$ cat src/isarr_pkg.sv
// constants for the isa resource routing block
package isarr_pkg;
	// ************************************
	// host configuration ports
	// ************************************
	localparam logic [15:0] CFG_INDEX_ADDR = 16'h03f0;
	localparam logic [15:0] CFG_DATA_ADDR = 16'h03f1;
	localparam logic [7:0] IDX_LDN = 8'h07;
	localparam logic [7:0] IDX_ACT = 8'h30;
	localparam logic [7:0] IDX_BASE_HI = 8'h60;
	localparam logic [7:0] IDX_BASE_LO = 8'h61;
	localparam logic [7:0] IDX_IRQ = 8'h70;
	localparam logic [7:0] IDX_DMA = 8'h74;
	// ************************************
	// reset values
	// ************************************
	localparam logic [7:0] RST_ACT = 8'h00;
	localparam logic [7:0] RST_BASE = 8'h00;
	localparam logic [7:0] RST_IRQ = 8'h00;
	localparam logic [7:0] RST_DMA = 8'h04;
	localparam logic [7:0] RST_LDN = 8'h00;
	// ************************************
	// logical units
	// ************************************
	localparam int UNIT_N = 5;
	localparam int U_FDC = 0;
	localparam int U_PP = 1;
	localparam int U_SP1 = 2;
	localparam int U_SP2 = 3;
	localparam int U_KBD = 4;
	localparam logic [2:0] LDN_FDC = 3'h0;
	localparam logic [2:0] LDN_PP = 3'h3;
	localparam logic [2:0] LDN_SP1 = 3'h4;
	localparam logic [2:0] LDN_SP2 = 3'h5;
	localparam logic [2:0] LDN_KBD = 3'h7;
	// ************************************
	// address decode limits
	// ************************************
	localparam logic [11:0] BASE_MIN = 12'h100;
	localparam logic [11:0] BASE_MAX8 = 12'hff8;
	localparam logic [11:0] BASE_MAX4 = 12'hffc;
	localparam logic [11:0] KBD_DATA_ADDR = 12'h060;
	localparam logic [11:0] KBD_CMD_ADDR = 12'h064;
	localparam logic [11:0] ECP_OFS = 12'h400;
	// ************************************
	// unit control bit positions
	// ************************************
	localparam int DOR_DMA_BIT = 3;
	localparam int PP_PPORT_INT_GATE_BIT = 4;
	localparam int ECR_SVC_BIT = 2;
	localparam int ECR_DMA_BIT = 3;
	localparam int ECR_MODE_LSB = 5;
	localparam logic [2:0] ECR_MODE_ECP = 3'h3;
	localparam logic [2:0] ECR_MODE_EPP = 3'h4;
	localparam int MCR_UART_IRQ_OUTPUT_GATE_BIT = 2;
	localparam logic [15:0] PAR_IRQ_MASK = 16'h1cf8;
	localparam int SMI_LEVEL = 2;
	// ************************************
	// host cycle states
	// ************************************
	typedef enum logic [2:0] {
		HC_IDLE = 3'b001,
		HC_WR = 3'b010,
		HC_RD = 3'b100
	} isarr_host_e;
endpackage

$ cat src/isarr_cfg_if.sv
// per-unit routing configuration carried from bank to router
`timescale 1ns/1ps
`default_nettype none
interface isarr_cfg_if;
	logic usable;
	logic [3:0] level;
	logic [2:0] dma_sel;
	logic irq_en;
	logic dma_en;
	logic irq_req;
	logic drq;
	logic low_pol;
	modport bank(output usable, level, dma_sel, irq_en, dma_en, irq_req, drq, low_pol);
	modport route(input usable, level, dma_sel, irq_en, dma_en, irq_req, drq, low_pol);
endinterface
`default_nettype wire

$ cat src/isarr_sync.sv
// two flip-flop synchroniser for pin inputs
`timescale 1ns/1ps
`default_nettype none
module isarr_sync #(
	parameter int W = 1,
	parameter logic [W-1:0] INIT = '0
) (
	input wire logic clk,
	input wire logic rst,
	input wire logic [W-1:0] d,
	output logic [W-1:0] q
);
	logic [W-1:0] meta_reg;
	always_ff @(posedge clk) begin
		if (rst) begin
			meta_reg <= INIT;
			q <= INIT;
		end else begin
			meta_reg <= d;
			q <= meta_reg;
		end
	end
endmodule
`default_nettype wire

$ cat src/isarr_route.sv
// one unit's interrupt level and dma channel steering
`timescale 1ns/1ps
`default_nettype none
module isarr_route (
	isarr_cfg_if.route cfg,
	output logic [15:0] irq_drive,
	output logic [15:0] irq_val,
	output logic [3:0] dma_drive,
	output logic [3:0] dma_val
);
	logic irq_on;
	logic dma_on;
	logic pin_level;
	always_comb begin
		irq_on = cfg.usable && (cfg.level != 4'h0) && cfg.irq_en;
		dma_on = cfg.usable && cfg.dma_en && (cfg.dma_sel >= 3'h1)
			&& (cfg.dma_sel <= 3'h3);
		pin_level = cfg.low_pol ? !cfg.irq_req : cfg.irq_req;
		irq_drive = '0;
		irq_val = '0;
		dma_drive = '0;
		dma_val = '0;
		if (irq_on) begin
			irq_drive[cfg.level] = 1'b1;
			irq_val[cfg.level] = pin_level;
		end
		if (dma_on) begin
			dma_drive[cfg.dma_sel[1:0]] = 1'b1;
			dma_val[cfg.dma_sel[1:0]] = cfg.drq;
		end
	end
endmodule
`default_nettype wire

$ cat src/isarr_top.sv
// isa resource routing: config bank, address decode, irq and dma pins
`timescale 1ns/1ps
`default_nettype none
module isarr_top (
	input wire logic REF_CLK,
	input wire logic RST,
	input wire logic [15:0] SA,
	input wire logic [7:0] SD_IN,
	output logic [7:0] SD_OUT,
	output logic SD_OE,
	input wire logic IOR_N,
	input wire logic IOW_N,
	input wire logic AEN,
	input wire logic SERIRQ_MODE,
	input wire logic [7:0] FLOPPY_DIGITAL_OUTPUT_REG,
	input wire logic [7:0] PP_CTRL,
	input wire logic [7:0] PP_ECR,
	input wire logic [7:0] UART1_INT_ENABLE_REG,
	input wire logic [7:0] UART1_MODEM_CTRL_REG,
	input wire logic [7:0] UART2_INT_ENABLE_REG,
	input wire logic [7:0] UART2_MODEM_CTRL_REG,
	input wire logic UART2_DMA_GATE,
	input wire logic [4:0] UNIT_INT_REQ,
	input wire logic [4:0] UNIT_DMA_REQ,
	output logic [4:0] UNIT_SEL,
	output logic PP_EPP_OK,
	output logic [15:0] IRQ_OUT,
	output logic [15:0] IRQ_OE,
	output logic SYSMGMT_INT_LOW,
	output logic [3:0] DMA_REQUEST_PIN,
	output logic [3:0] DMA_REQUEST_OE
);
	// ************************************
	// pin synchronisers
	// ************************************
	logic [15:0] sa_s;
	logic [7:0] sd_s;
	logic ior_n_s;
	logic iow_n_s;
	logic aen_s;
	logic serirq_s;
	isarr_sync #(.W(28), .INIT({16'h0000, 8'h00, 4'he})) u_sync_pins (
		.clk(REF_CLK),
		.rst(RST),
		.d({SA, SD_IN, IOR_N, IOW_N, AEN, SERIRQ_MODE}),
		.q({sa_s, sd_s, ior_n_s, iow_n_s, aen_s, serirq_s})
	);

	// ************************************
	// configuration storage
	// ************************************
	logic [7:0] idx_reg;
	logic [7:0] ldn_reg;
	logic [7:0] act_reg [8];
	logic [7:0] base_hi_reg [8];
	logic [7:0] base_lo_reg [8];
	logic [7:0] irq_reg [8];
	logic [7:0] dma_reg [8];
	isarr_pkg::isarr_host_e state_reg;
	isarr_pkg::isarr_host_e state_next;
	logic hit_idx;
	logic hit_dat;
	logic wr_take;
	logic bank_ok;
	logic bank_has_base;
	logic bank_has_dma;
	logic [2:0] bank;

	assign hit_idx = !aen_s && (sa_s == isarr_pkg::CFG_INDEX_ADDR);
	assign hit_dat = !aen_s && (sa_s == isarr_pkg::CFG_DATA_ADDR);
	assign bank = ldn_reg[2:0];
	assign bank_ok = (ldn_reg[7:3] == 5'h00) && ((bank == isarr_pkg::LDN_FDC)
		|| (bank == isarr_pkg::LDN_PP) || (bank == isarr_pkg::LDN_SP1)
		|| (bank == isarr_pkg::LDN_SP2) || (bank == isarr_pkg::LDN_KBD));
	assign bank_has_base = bank_ok && (bank != isarr_pkg::LDN_KBD);
	assign bank_has_dma = bank_ok && ((bank == isarr_pkg::LDN_FDC)
		|| (bank == isarr_pkg::LDN_PP) || (bank == isarr_pkg::LDN_SP2));

	// ************************************
	// host cycle sequencing
	// ************************************
	always_comb begin
		state_next = state_reg;
		case (state_reg)
			isarr_pkg::HC_IDLE: begin
				if (!iow_n_s) begin
					state_next = isarr_pkg::HC_WR;
				end else if (!ior_n_s) begin
					state_next = isarr_pkg::HC_RD;
				end
			end
			isarr_pkg::HC_WR: begin
				if (iow_n_s) begin
					state_next = isarr_pkg::HC_IDLE;
				end
			end
			isarr_pkg::HC_RD: begin
				if (ior_n_s) begin
					state_next = isarr_pkg::HC_IDLE;
				end
			end
			default: begin
				state_next = isarr_pkg::HC_IDLE;
			end
		endcase
	end

	always_ff @(posedge REF_CLK) begin
		if (RST) begin
			state_reg <= isarr_pkg::HC_IDLE;
		end else begin
			state_reg <= state_next;
		end
	end

	// one write per host write strobe
	assign wr_take = (state_reg == isarr_pkg::HC_IDLE) && !iow_n_s;

	always_ff @(posedge REF_CLK) begin
		if (RST) begin
			idx_reg <= 8'h00;
			ldn_reg <= isarr_pkg::RST_LDN;
		end else if (wr_take && hit_idx) begin
			idx_reg <= sd_s;
		end else if (wr_take && hit_dat && (idx_reg == isarr_pkg::IDX_LDN)) begin
			ldn_reg <= sd_s;
		end
	end

	always_ff @(posedge REF_CLK) begin
		if (RST) begin
			for (int i = 0; i < 8; i++) begin
				act_reg[i] <= isarr_pkg::RST_ACT;
				base_hi_reg[i] <= isarr_pkg::RST_BASE;
				base_lo_reg[i] <= isarr_pkg::RST_BASE;
				irq_reg[i] <= isarr_pkg::RST_IRQ;
				dma_reg[i] <= isarr_pkg::RST_DMA;
			end
		end else if (wr_take && hit_dat && bank_ok) begin
			case (idx_reg)
				isarr_pkg::IDX_ACT: begin
					act_reg[bank] <= {7'h00, sd_s[0]};
				end
				isarr_pkg::IDX_BASE_HI: begin
					if (bank_has_base) begin
						base_hi_reg[bank] <= sd_s;
					end
				end
				isarr_pkg::IDX_BASE_LO: begin
					if (bank_has_base) begin
						base_lo_reg[bank] <= sd_s;
					end
				end
				isarr_pkg::IDX_IRQ: begin
					irq_reg[bank] <= sd_s;
				end
				isarr_pkg::IDX_DMA: begin
					if (bank_has_dma) begin
						dma_reg[bank] <= sd_s;
					end
				end
				default: begin
				end
			endcase
		end
	end

	// ************************************
	// configuration read back
	// ************************************
	logic [7:0] rd_mux;
	always_comb begin
		rd_mux = 8'h00;
		if (hit_idx) begin
			rd_mux = idx_reg;
		end else if (idx_reg == isarr_pkg::IDX_LDN) begin
			rd_mux = ldn_reg;
		end else if (bank_ok) begin
			case (idx_reg)
				isarr_pkg::IDX_ACT: rd_mux = act_reg[bank];
				isarr_pkg::IDX_BASE_HI: rd_mux = base_hi_reg[bank];
				isarr_pkg::IDX_BASE_LO: rd_mux = base_lo_reg[bank];
				isarr_pkg::IDX_IRQ: rd_mux = irq_reg[bank];
				isarr_pkg::IDX_DMA: rd_mux = dma_reg[bank];
				default: rd_mux = 8'h00;
			endcase
		end
	end

	always_ff @(posedge REF_CLK) begin
		if (RST) begin
			SD_OUT <= 8'h00;
			SD_OE <= 1'b0;
		end else begin
			SD_OUT <= rd_mux;
			SD_OE <= !ior_n_s && (hit_idx || hit_dat);
		end
	end

	// ************************************
	// base range checks and decode
	// ************************************
	localparam int UNIT_N_L = isarr_pkg::UNIT_N;
	localparam logic [2:0] UNIT_LDN [UNIT_N_L] = '{
		isarr_pkg::LDN_FDC, isarr_pkg::LDN_PP, isarr_pkg::LDN_SP1,
		isarr_pkg::LDN_SP2, isarr_pkg::LDN_KBD};
	logic [15:0] ubase [UNIT_N_L];
	logic [UNIT_N_L-1:0] base_ok;
	logic [UNIT_N_L-1:0] active;
	logic [UNIT_N_L-1:0] hit;
	logic [11:0] a12;
	logic [11:0] pp_ecp_base;
	logic cyc;
	assign a12 = sa_s[11:0];
	assign cyc = !aen_s && (!ior_n_s || !iow_n_s);
	always_comb begin
		for (int u = 0; u < UNIT_N_L; u++) begin
			ubase[u] = {base_hi_reg[UNIT_LDN[u]], base_lo_reg[UNIT_LDN[u]]};
			active[u] = act_reg[UNIT_LDN[u]][0];
			base_ok[u] = (ubase[u][15:12] == 4'h0) && (ubase[u][11:0] >= isarr_pkg::BASE_MIN)
				&& (ubase[u][11:0] <= isarr_pkg::BASE_MAX8) && (ubase[u][2:0] == 3'h0);
		end
		base_ok[isarr_pkg::U_PP] = (ubase[isarr_pkg::U_PP][15:12] == 4'h0)
			&& (ubase[isarr_pkg::U_PP][11:0] >= isarr_pkg::BASE_MIN)
			&& (ubase[isarr_pkg::U_PP][11:0] <= isarr_pkg::BASE_MAX4)
			&& (ubase[isarr_pkg::U_PP][1:0] == 2'h0);
		base_ok[isarr_pkg::U_KBD] = 1'b1;
	end
	assign pp_ecp_base = ubase[isarr_pkg::U_PP][11:0] + isarr_pkg::ECP_OFS;
	always_comb begin
		for (int u = 0; u < UNIT_N_L; u++) begin
			hit[u] = (a12[11:3] == ubase[u][11:3]);
		end
		hit[isarr_pkg::U_PP] = ((ubase[isarr_pkg::U_PP][2] == 1'b0)
			? (a12[11:3] == ubase[isarr_pkg::U_PP][11:3])
			: (a12[11:2] == ubase[isarr_pkg::U_PP][11:2]))
			|| (a12[11:2] == pp_ecp_base[11:2]);
		hit[isarr_pkg::U_KBD] = (a12 == isarr_pkg::KBD_DATA_ADDR)
			|| (a12 == isarr_pkg::KBD_CMD_ADDR);
	end

	always_ff @(posedge REF_CLK) begin
		if (RST) begin
			UNIT_SEL <= '0;
			PP_EPP_OK <= 1'b0;
		end else begin
			UNIT_SEL <= {UNIT_N_L{cyc}} & hit & active & base_ok;
			PP_EPP_OK <= base_ok[isarr_pkg::U_PP]
				&& (ubase[isarr_pkg::U_PP][2:0] == 3'h0);
		end
	end

	// ************************************
	// unit enables
	// ************************************
	logic [2:0] pp_mode;
	logic pp_ecp;
	logic [UNIT_N_L-1:0] irq_en;
	logic [UNIT_N_L-1:0] dma_en;
	assign pp_mode = PP_ECR[isarr_pkg::ECR_MODE_LSB +: 3];
	assign pp_ecp = (pp_mode == isarr_pkg::ECR_MODE_ECP);
	always_comb begin
		irq_en[isarr_pkg::U_FDC] = FLOPPY_DIGITAL_OUTPUT_REG[isarr_pkg::DOR_DMA_BIT];
		dma_en[isarr_pkg::U_FDC] = FLOPPY_DIGITAL_OUTPUT_REG[isarr_pkg::DOR_DMA_BIT];
		irq_en[isarr_pkg::U_PP] = PP_CTRL[isarr_pkg::PP_PPORT_INT_GATE_BIT]
			&& !(pp_ecp && PP_ECR[isarr_pkg::ECR_SVC_BIT]);
		dma_en[isarr_pkg::U_PP] = !pp_ecp || PP_ECR[isarr_pkg::ECR_DMA_BIT];
		irq_en[isarr_pkg::U_SP1] = (UART1_INT_ENABLE_REG[3:0] != 4'h0)
			&& UART1_MODEM_CTRL_REG[isarr_pkg::MCR_UART_IRQ_OUTPUT_GATE_BIT];
		dma_en[isarr_pkg::U_SP1] = 1'b0;
		irq_en[isarr_pkg::U_SP2] = (UART2_INT_ENABLE_REG[3:0] != 4'h0)
			&& UART2_MODEM_CTRL_REG[isarr_pkg::MCR_UART_IRQ_OUTPUT_GATE_BIT];
		dma_en[isarr_pkg::U_SP2] = UART2_DMA_GATE;
		irq_en[isarr_pkg::U_KBD] = 1'b1;
		dma_en[isarr_pkg::U_KBD] = 1'b0;
	end

	// ************************************
	// per-unit routers
	// ************************************
	logic [15:0] u_irq_drive [UNIT_N_L];
	logic [15:0] u_irq_val [UNIT_N_L];
	logic [3:0] u_dma_drive [UNIT_N_L];
	logic [3:0] u_dma_val [UNIT_N_L];

	for (genvar g = 0; g < UNIT_N_L; g++) begin : g_unit
		isarr_cfg_if cfg ();
		assign cfg.usable = active[g] && base_ok[g];
		assign cfg.level = irq_reg[UNIT_LDN[g]][3:0];
		assign cfg.dma_sel = dma_reg[UNIT_LDN[g]][2:0];
		assign cfg.irq_en = irq_en[g];
		assign cfg.dma_en = dma_en[g];
		assign cfg.irq_req = UNIT_INT_REQ[g];
		assign cfg.drq = UNIT_DMA_REQ[g];
		assign cfg.low_pol = (g == isarr_pkg::U_PP)
			&& (pp_ecp || (pp_mode == isarr_pkg::ECR_MODE_EPP));
		isarr_route u_route (
			.cfg(cfg.route),
			.irq_drive(u_irq_drive[g]),
			.irq_val(u_irq_val[g]),
			.dma_drive(u_dma_drive[g]),
			.dma_val(u_dma_val[g])
		);
	end

	// ************************************
	// pin merge and drive
	// ************************************
	logic [15:0] irq_drive;
	logic [15:0] irq_val;
	logic [3:0] dma_drive;
	logic [3:0] dma_val;
	logic [15:0] lvl_ok;
	always_comb begin
		irq_drive = '0;
		irq_val = '0;
		dma_drive = '0;
		dma_val = '0;
		for (int u = 0; u < UNIT_N_L; u++) begin
			irq_drive = irq_drive | u_irq_drive[u];
			irq_val = irq_val | u_irq_val[u];
			dma_drive = dma_drive | u_dma_drive[u];
			dma_val = dma_val | u_dma_val[u];
		end
		lvl_ok = serirq_s ? 16'hfffe : isarr_pkg::PAR_IRQ_MASK;
	end

	always_ff @(posedge REF_CLK) begin
		if (RST) begin
			IRQ_OUT <= '0;
			IRQ_OE <= '0;
			SYSMGMT_INT_LOW <= 1'b1;
			DMA_REQUEST_PIN <= '0;
			DMA_REQUEST_OE <= '0;
		end else begin
			IRQ_OUT <= irq_val & irq_drive & lvl_ok;
			IRQ_OE <= irq_drive & lvl_ok;
			SYSMGMT_INT_LOW <= !(irq_drive[isarr_pkg::SMI_LEVEL]
				&& irq_val[isarr_pkg::SMI_LEVEL]);
			DMA_REQUEST_PIN <= dma_val & dma_drive & 4'he;
			DMA_REQUEST_OE <= dma_drive & 4'he;
		end
	end
endmodule
`default_nettype wire

$ cat config.mk
export PLATFORM = sky130hd
export DESIGN_NAME = isarr_top
export DESIGN_NICKNAME = d
export VERILOG_FILES = /design/src/isarr_pkg.sv /design/src/isarr_cfg_if.sv /design/src/isarr_sync.sv /design/src/isarr_route.sv /design/src/isarr_top.sv
export SDC_FILE = /design/constraint.sdc
export NUM_CORES = 1
export LEC_CHECK = 0
export BUFFER_PORTS_ARGS = -buffer_cell sky130_fd_sc_hd__buf_4
export CELL_PAD_IN_SITES_DETAIL_PLACEMENT = 0
export CELL_PAD_IN_SITES_GLOBAL_PLACEMENT = 1
export CORE_MARGIN = 8
export CORE_UTILIZATION = 40
export CTS_CLUSTER_DIAMETER = 30
export DETAILED_ROUTE_END_ITERATION = 16
export PLACE_DENSITY = 0.81
export SLEW_MARGIN = 20
export SYNTH_ARGS = -nofsm -noshare
export SYNTH_HDL_FRONTEND = slang
export SYNTH_SLANG_ARGS = --single-unit
$ cat constraint.sdc
create_clock -name REF_CLK -period 2.15 [get_ports REF_CLK]
set_input_delay 0.3225 -clock REF_CLK [delete_from_list [all_inputs] [get_ports REF_CLK]]
set_output_delay 0.3225 -clock REF_CLK [all_outputs]
set_load 0.005 [all_outputs]
==> results of run 1 <==
==> power by group through the flow <==
stage	clock network [uW]	logic, uW	registers [uW]
after floorplan	0	460	8670
after global placement	0	787	8700
final	12300	888	8600
after CTS	12400	853	8590
after detailed placement	0	797	8730
after global routing	12800	947	8620
==> cell usage in the layout, fill, tap and decap left out, drive strengths merged, types with 21 or more instances in the layout <==
master,Yosys,routed
dfxtp,130,130
nand2,34,34
or2,24,24
inv,14,36
and2,139,139
mux4,66,66
nor3,34,34
buf,26,254
xor2,24,24
nand3,23,23
clkbuf,89,92
and3,21,21
nor2,69,69
nor4,24,24
o22ai,25,25
mux2i,44,44
conb,2,135
dlygate4sd3,0,27
clkinv,0,23
nor2b,59,59
a21oi,36,36
edfxtp,264,264
==> metal layers <==
metal / up-vias / track usage (%) / part of all wire (%)
met3: 149 / 3.98 / 7.5
met4: 0 / 9.20 / 4.7
li1: 5718 / - / -
met1: 6163 / 23.0 / 39
met2: 598 / 34.3 / 49
met5: - / 0 / 0
==> worst paths after layout <==
check	end	cells after the start	start	slack, ps
setup / recovery	IRQ_OE[6]	6	base_hi_reg[5][4]	-180
hold / removal	u_sync_pins.meta_reg[9]	2	SD_IN[5]	30
setup reg to reg	IRQ_OE[6]	6	base_hi_reg[5][4]	-180
hold reg to reg	u_sync_pins.q[3]	1	u_sync_pins.meta_reg[3]	410
==> through the flow <==
step / TNS [ps] / util (%)
after global placement: -4710 / 47.0
after global routing: -15570 / 55.3
after floorplan: -518 / -
after CTS: -2940 / 54.3
final: -4110 / 55.3
after detailed placement: -6830 / 47.0
==> Yosys cell counts (3+ instances only) <==
| master | number |
|---|---|
| edfxtp_1 | 264 |
| and2_1 | 139 |
| dfxtp_1 | 130 |
| clkbuf_1 | 88 |
| nor2_1 | 69 |
| mux4_2 | 65 |
| nor2b_1 | 59 |
| mux2i_1 | 44 |
| a21oi_1 | 36 |
| nand2_1 | 34 |
| nor3_1 | 32 |
| o22ai_1 | 25 |
| or2_2 | 24 |
| xor2_1 | 24 |
| nand3_1 | 23 |
| and3_1 | 21 |
| nor4_1 | 21 |
| a22oi_1 | 17 |
| nand2b_1 | 17 |
| nand4_1 | 17 |
| xnor2_1 | 16 |
| a31oi_1 | 14 |
| inv_1 | 14 |
| a221oi_1 | 13 |
| nand3b_1 | 13 |
| a211oi_1 | 11 |
| buf_1 | 11 |
| buf_2 | 11 |
| nor4b_1 | 8 |
| o311a_1 | 8 |
| o32ai_1 | 7 |
| o21bai_1 | 6 |
| a32oi_1 | 5 |
| nand4b_1 | 5 |
| nor3b_1 | 5 |
| buf_4 | 4 |
| or4_1 | 4 |
| nor4_4 | 3 |
| o21ai_0 | 3 |
==> cells by family after synthesis <==
logic type,after synthesis,share of synthesized area (%)
multiplexers,110,11.0
flip-flops,394,60.1
XOR/XNOR,40,2.00
AND/OR/NAND/NOR,507,17.2
buffers and inverters,129,2.94
AO/OA/AOI/OAI,161,6.52
adder cells (fa/ha/maj),2,0.143
other,2,0.0429
==> layout make-up <==
type | count | area, um2
Tap cell | 585 | 732
Sequential cell | 394 | 10500
Fill cell | 3543 | 19300
Clock buffer | 89 | 2130
Inverter | 14 | 52.6
Clock inverter | 61 | 598
Timing Repair Buffer | 284 | 2440
Multi-Input combinational cell | 955 | 7370
==> what timing repair did <==
item / CTS / global route
pin swaps: 18 / 28
endpoints found under the setup margin: 116 / 182
hold buffers: 27 / 0
buffers inserted: 3 / 10
gates resized for setup: 27 / 55
endpoints found under the hold margin: 27 / 0
gates cloned: 0 / 4
==> out/metrics.cfg, run 1 <==
[finish]
fin_cells=2382
antenna_cells=0
final_nets=1829
area_growth_pct=36.3
design_area_um2=23900
drive_above_1_share_pct=31.1

[setup_path]
path_buf_inv=1
cp_data_required_time_ps=2650
cp_top_family=simple AND/OR/NAND/NOR gates
slowest_stage=or4_4
crit_fanout=5
cpMostUsedCell=or4_4
arrival_ps=2830
crit_type=flip-flop to flip-flop
path_cells=or4_4, or4_4, nor4_4, buf_6, a221oi_1, a21oi_1
critPathLaunchType=flip-flop
slowest_delay_ps=650
end_kind=flip-flop

[yosys]
syn_area_um2=17500
synth_edf_count=264
synth_area_leaders=edfxtp_1 45%, dfxtp_1 15%, mux4_2 8.4%, and2_1 5.0%, mux2i_1 2.5%
async_reset_ff_share_pct=0
synth_warnings=0
yosysSeqAreaShare_pct=60.1
syn_inst=1345
synthDistinctLibCells=66
syn_avg_cell_area_um2=13.0
yosys.area.top_type_share_pct=45.3
yosysTopAreaCell=edfxtp_1
ys.flop_type=edfxtp_1
postSynthRegisterBits=394

[grt]
grt_pass1_vias=13100
grt_usage_pct=19.6
grt-ovfl-total=0
grt_pass1_wl_um=76000
antenna_found_initial=0
grt_max_degree=157

[timing]
final_hold_viol_count=0
setup_viol_count_final=80
fin_crit_sh_pct=108
max_freq_mhz=430
rsz0062_at_grt=true
fin_crit_ps=2330
worst_slack_ps=-177
hold_slack_ps=25.9
drv_slew=0
slew-limit-headroom_pct=42.2
worst_pin_slew_ps=868
clock_skew_ps=21.8

[route]
drc=0
drt-wirelength-per-cell_um=21.5
vias_per_cell=5.30
dr.pass1.iters=6
drt-total-wl_um=51300
drtIter0Drc=1218
ant_nets=0
vias=12600

[place]
hpwl_um=34800
placed_cell_area_um2=20300
gp_congestion=0.962
dp_slack_ps=-282
post-place-cells=2188
io_buffers=107

[clock_tree]
cts_tree=built
cts.sinks=394
clkLatencyLatePin_ps=590
cts_buffer_depth=3
htreeDepth=3
numCtsBuffers=81
root_buffer=clkbuf_16
cts.reportedPaths.clkPinSlew_ps=50

[pwr]
p_per_area_nw_per_um2=912
p_leak_uw=0.00889
p_seq_share_pct=39.5
clockPowerShare_pct=56.4
pwr-share-comb_pct=4.1
p_int_uw=16800
netSwitchingFraction_pct=22.6
ir_drop_uv=533
p_sw_uw=4920
p_total_uw=21800

[status]
run_status=finished, violations left
violations=setup timing

[floorplanning]
die_y_um=225
die_width_um=225
io_pins=153
coreArea_um2=43200
core.rowCount=76
die_area_um2=50700
start_util_pct=40.6

[hold_path]
worstHoldPathType=input pin to flip-flop

[run]
cap_violations=0

No activity file was read; power rests on OpenSTA's default activity.
==> run 2: changes to the inputs <==
Settings changed: REMOVE_ABC_BUFFERS from default to 1, SKIP_LAST_GASP from default to 1.
Clock period 2.15 ns to 1.9 ns, I/O delays scaled along.
==> run 2 against run 1 <==
The flow still finishes with violations (setup timing). Clock power is 14% higher. Maximum frequency is 1.5% lower. Total power grew 14%. Global-route usage is 1.0 points higher. Sequential share of layout area down 3.0 points. Final cell count grew 5.5%. Highest routed layer is now met5.
==> out/metrics.cfg, run 2 (same netlist as run 1, synthesis figures left out) <==
[status]
run_status=finished, violations left
violations=setup timing

[timing]
fin_crit_ps=2360
fin_crit_sh_pct=124
clock_skew_ps=32.2
hold_slack_ps=26.1
slew-limit-headroom_pct=50.5
fin_setup_tns_ps=-44290
max_freq_mhz=424
setup_viol_count_final=310
final_hold_viol_count=0
rsz0062_at_grt=true
worst_pin_slew_ps=741
drv_slew=0
worst_slack_ps=-461

[setup_path]
critPathLaunchType=flip-flop
crit_type=flip-flop to flip-flop
arrival_ps=2890
r2r_cells=7
cp_data_required_time_ps=2430
rr_startpoint=base_hi_reg[5][6]
crit_fanout=8
end_kind=flip-flop
rr_endpoint=IRQ_OUT[6]
rrSetupSlack_ps=-460

[floorplanning]
die_area_um2=50700
io_pins=153
die_y_um=225
core.rowCount=76
coreArea_um2=43200
start_util_pct=40.6
die_width_um=225

[finish]
layout_commonest_cell=buf_4
final_nets=1961
fill_cells=3340
area_growth_pct=46.4
final_cell_mix=327 x buf_4, 264 x edfxtp_1, 135 x conb_1, 124 x dfxtp_1, 88 x and2_1
antenna_cells=0
drive_above_1_share_pct=40.5

[route]
dr.pass1.iters=5
drc=0
vias=13200
drt-wirelength-per-cell_um=21.6
drtIter0Drc=1173
ant_nets=0
vias_per_cell=5.25
drt-total-wl_um=54400

[grt]
grt_max_degree=69
grt-ovfl-total=0
antenna_found_initial=1
grt_pass1_wl_um=79400
grt_usage_pct=20.7
grt_pass1_vias=13400

[clock_tree]
cts.reportedPaths.clkPinSlew_ps=50
cts_buffer_depth=3
clkLatencyLatePin_ps=610
cts.sinks=394
numCtsBuffers=79
cts_tree=built
htreeDepth=3
root_buffer=clkbuf_16

[pwr]
ir_drop_uv=678
p_leak_uw=0.00975
p_total_uw=24900
p_per_area_nw_per_um2=970

[place]
io_buffers=107
dp_slack_ps=-557
gp_congestion=0.902
hpwl_um=36700

[run]
cap_violations=0

[hold_path]
hold_path_end=DMA_REQUEST_PIN[2]
worstHoldPathType=input pin to flip-flop
min_from=UNIT_DMA_REQ[1]
min_path_cells=3

run 2: cell count changes in the layout (fill, tap and decap cells not counted), moves of 7 or more:
| cell | change |
|---|---|
| buf_4 | +91 |
| and2_1 | -51 |
| and2_4 | +51 |
| buf_6 | +26 |
| inv_6 | -14 |
| o22ai_1 | -11 |
| buf_8 | +10 |
| and3_1 | -9 |
| mux2i_1 | -9 |
| and3_4 | +8 |
| nor2_1 | -7 |
| nor2_2 | +7 |
run 2: worst max-delay path by stage:
stage,startpoint,end,slack (ps),cells after the start
floorplan,flip-flop,SD_OUT[6],-2070,5
global placement,base_hi_reg[5][5],DMA_REQUEST_PIN[1],-500,6
detailed placement,base_hi_reg[5][5],DMA_REQUEST_PIN[1],-560,6
CTS,base_lo_reg[5][0],IRQ_OE[6],-450,7
global route,base_hi_reg[5][6],IRQ_OE[7],-540,7
finish,base_hi_reg[5][6],IRQ_OUT[6],-460,7
run 2: through the flow:
stage,util [%],instances,area (um2)
final,59.4,2514,25600
after global routing,59.4,2514,25600
after CTS,57.7,2507,24900
after detailed placement,48.9,2298,21100
after global placement,48.9,2298,21100
after floorplan,-,1363,17500
run 2: where the power goes:
part / internal (uW) / switching, uW / total [uW]
sequential: 9560 / 160 / 9720
combinational: 516 / 627 / 1140
clock: 9150 / 4860 / 14000
total: 19200 / 5650 / 24900
run 2: layout make-up:
type	count	area, um2	share of cell area (%)
Clock buffer	97	2150	8.38
Clock inverter	51	637	2.48
Inverter	14	52.6	0.205
Multi-Input combinational cell	955	7860	30.7
Sequential cell	394	10500	41.1
Tap cell	585	732	2.86
Timing Repair Buffer	418	3660	14.3
run 2: timing repair:
item	4_1_cts	5_1_grt
hold buffers	30	0
buffers inserted	29	12
pin swaps	49	80
endpoints found under the setup margin	331	332
gates resized for setup	88	173
endpoints found under the hold margin	30	0
gates cloned	3	1
run 2: critical path, cell delays in order, from the launching register on:
cell,delay [ps]
edfxtp_1,390
or4b_4,550
or4_4,620
buf_6,170
nor4_4,140
buf_6,170
a221oi_1,90
a31oi_1,150
run 2: metal layers:
metal	up-vias	share of wire [%]	track usage (%)
met5	-	0.024	0
met4	2	3.8	9.64
met3	131	7.8	4.50
met2	588	49	34.9
met1	6493	39	25.1
li1	5977	-	-
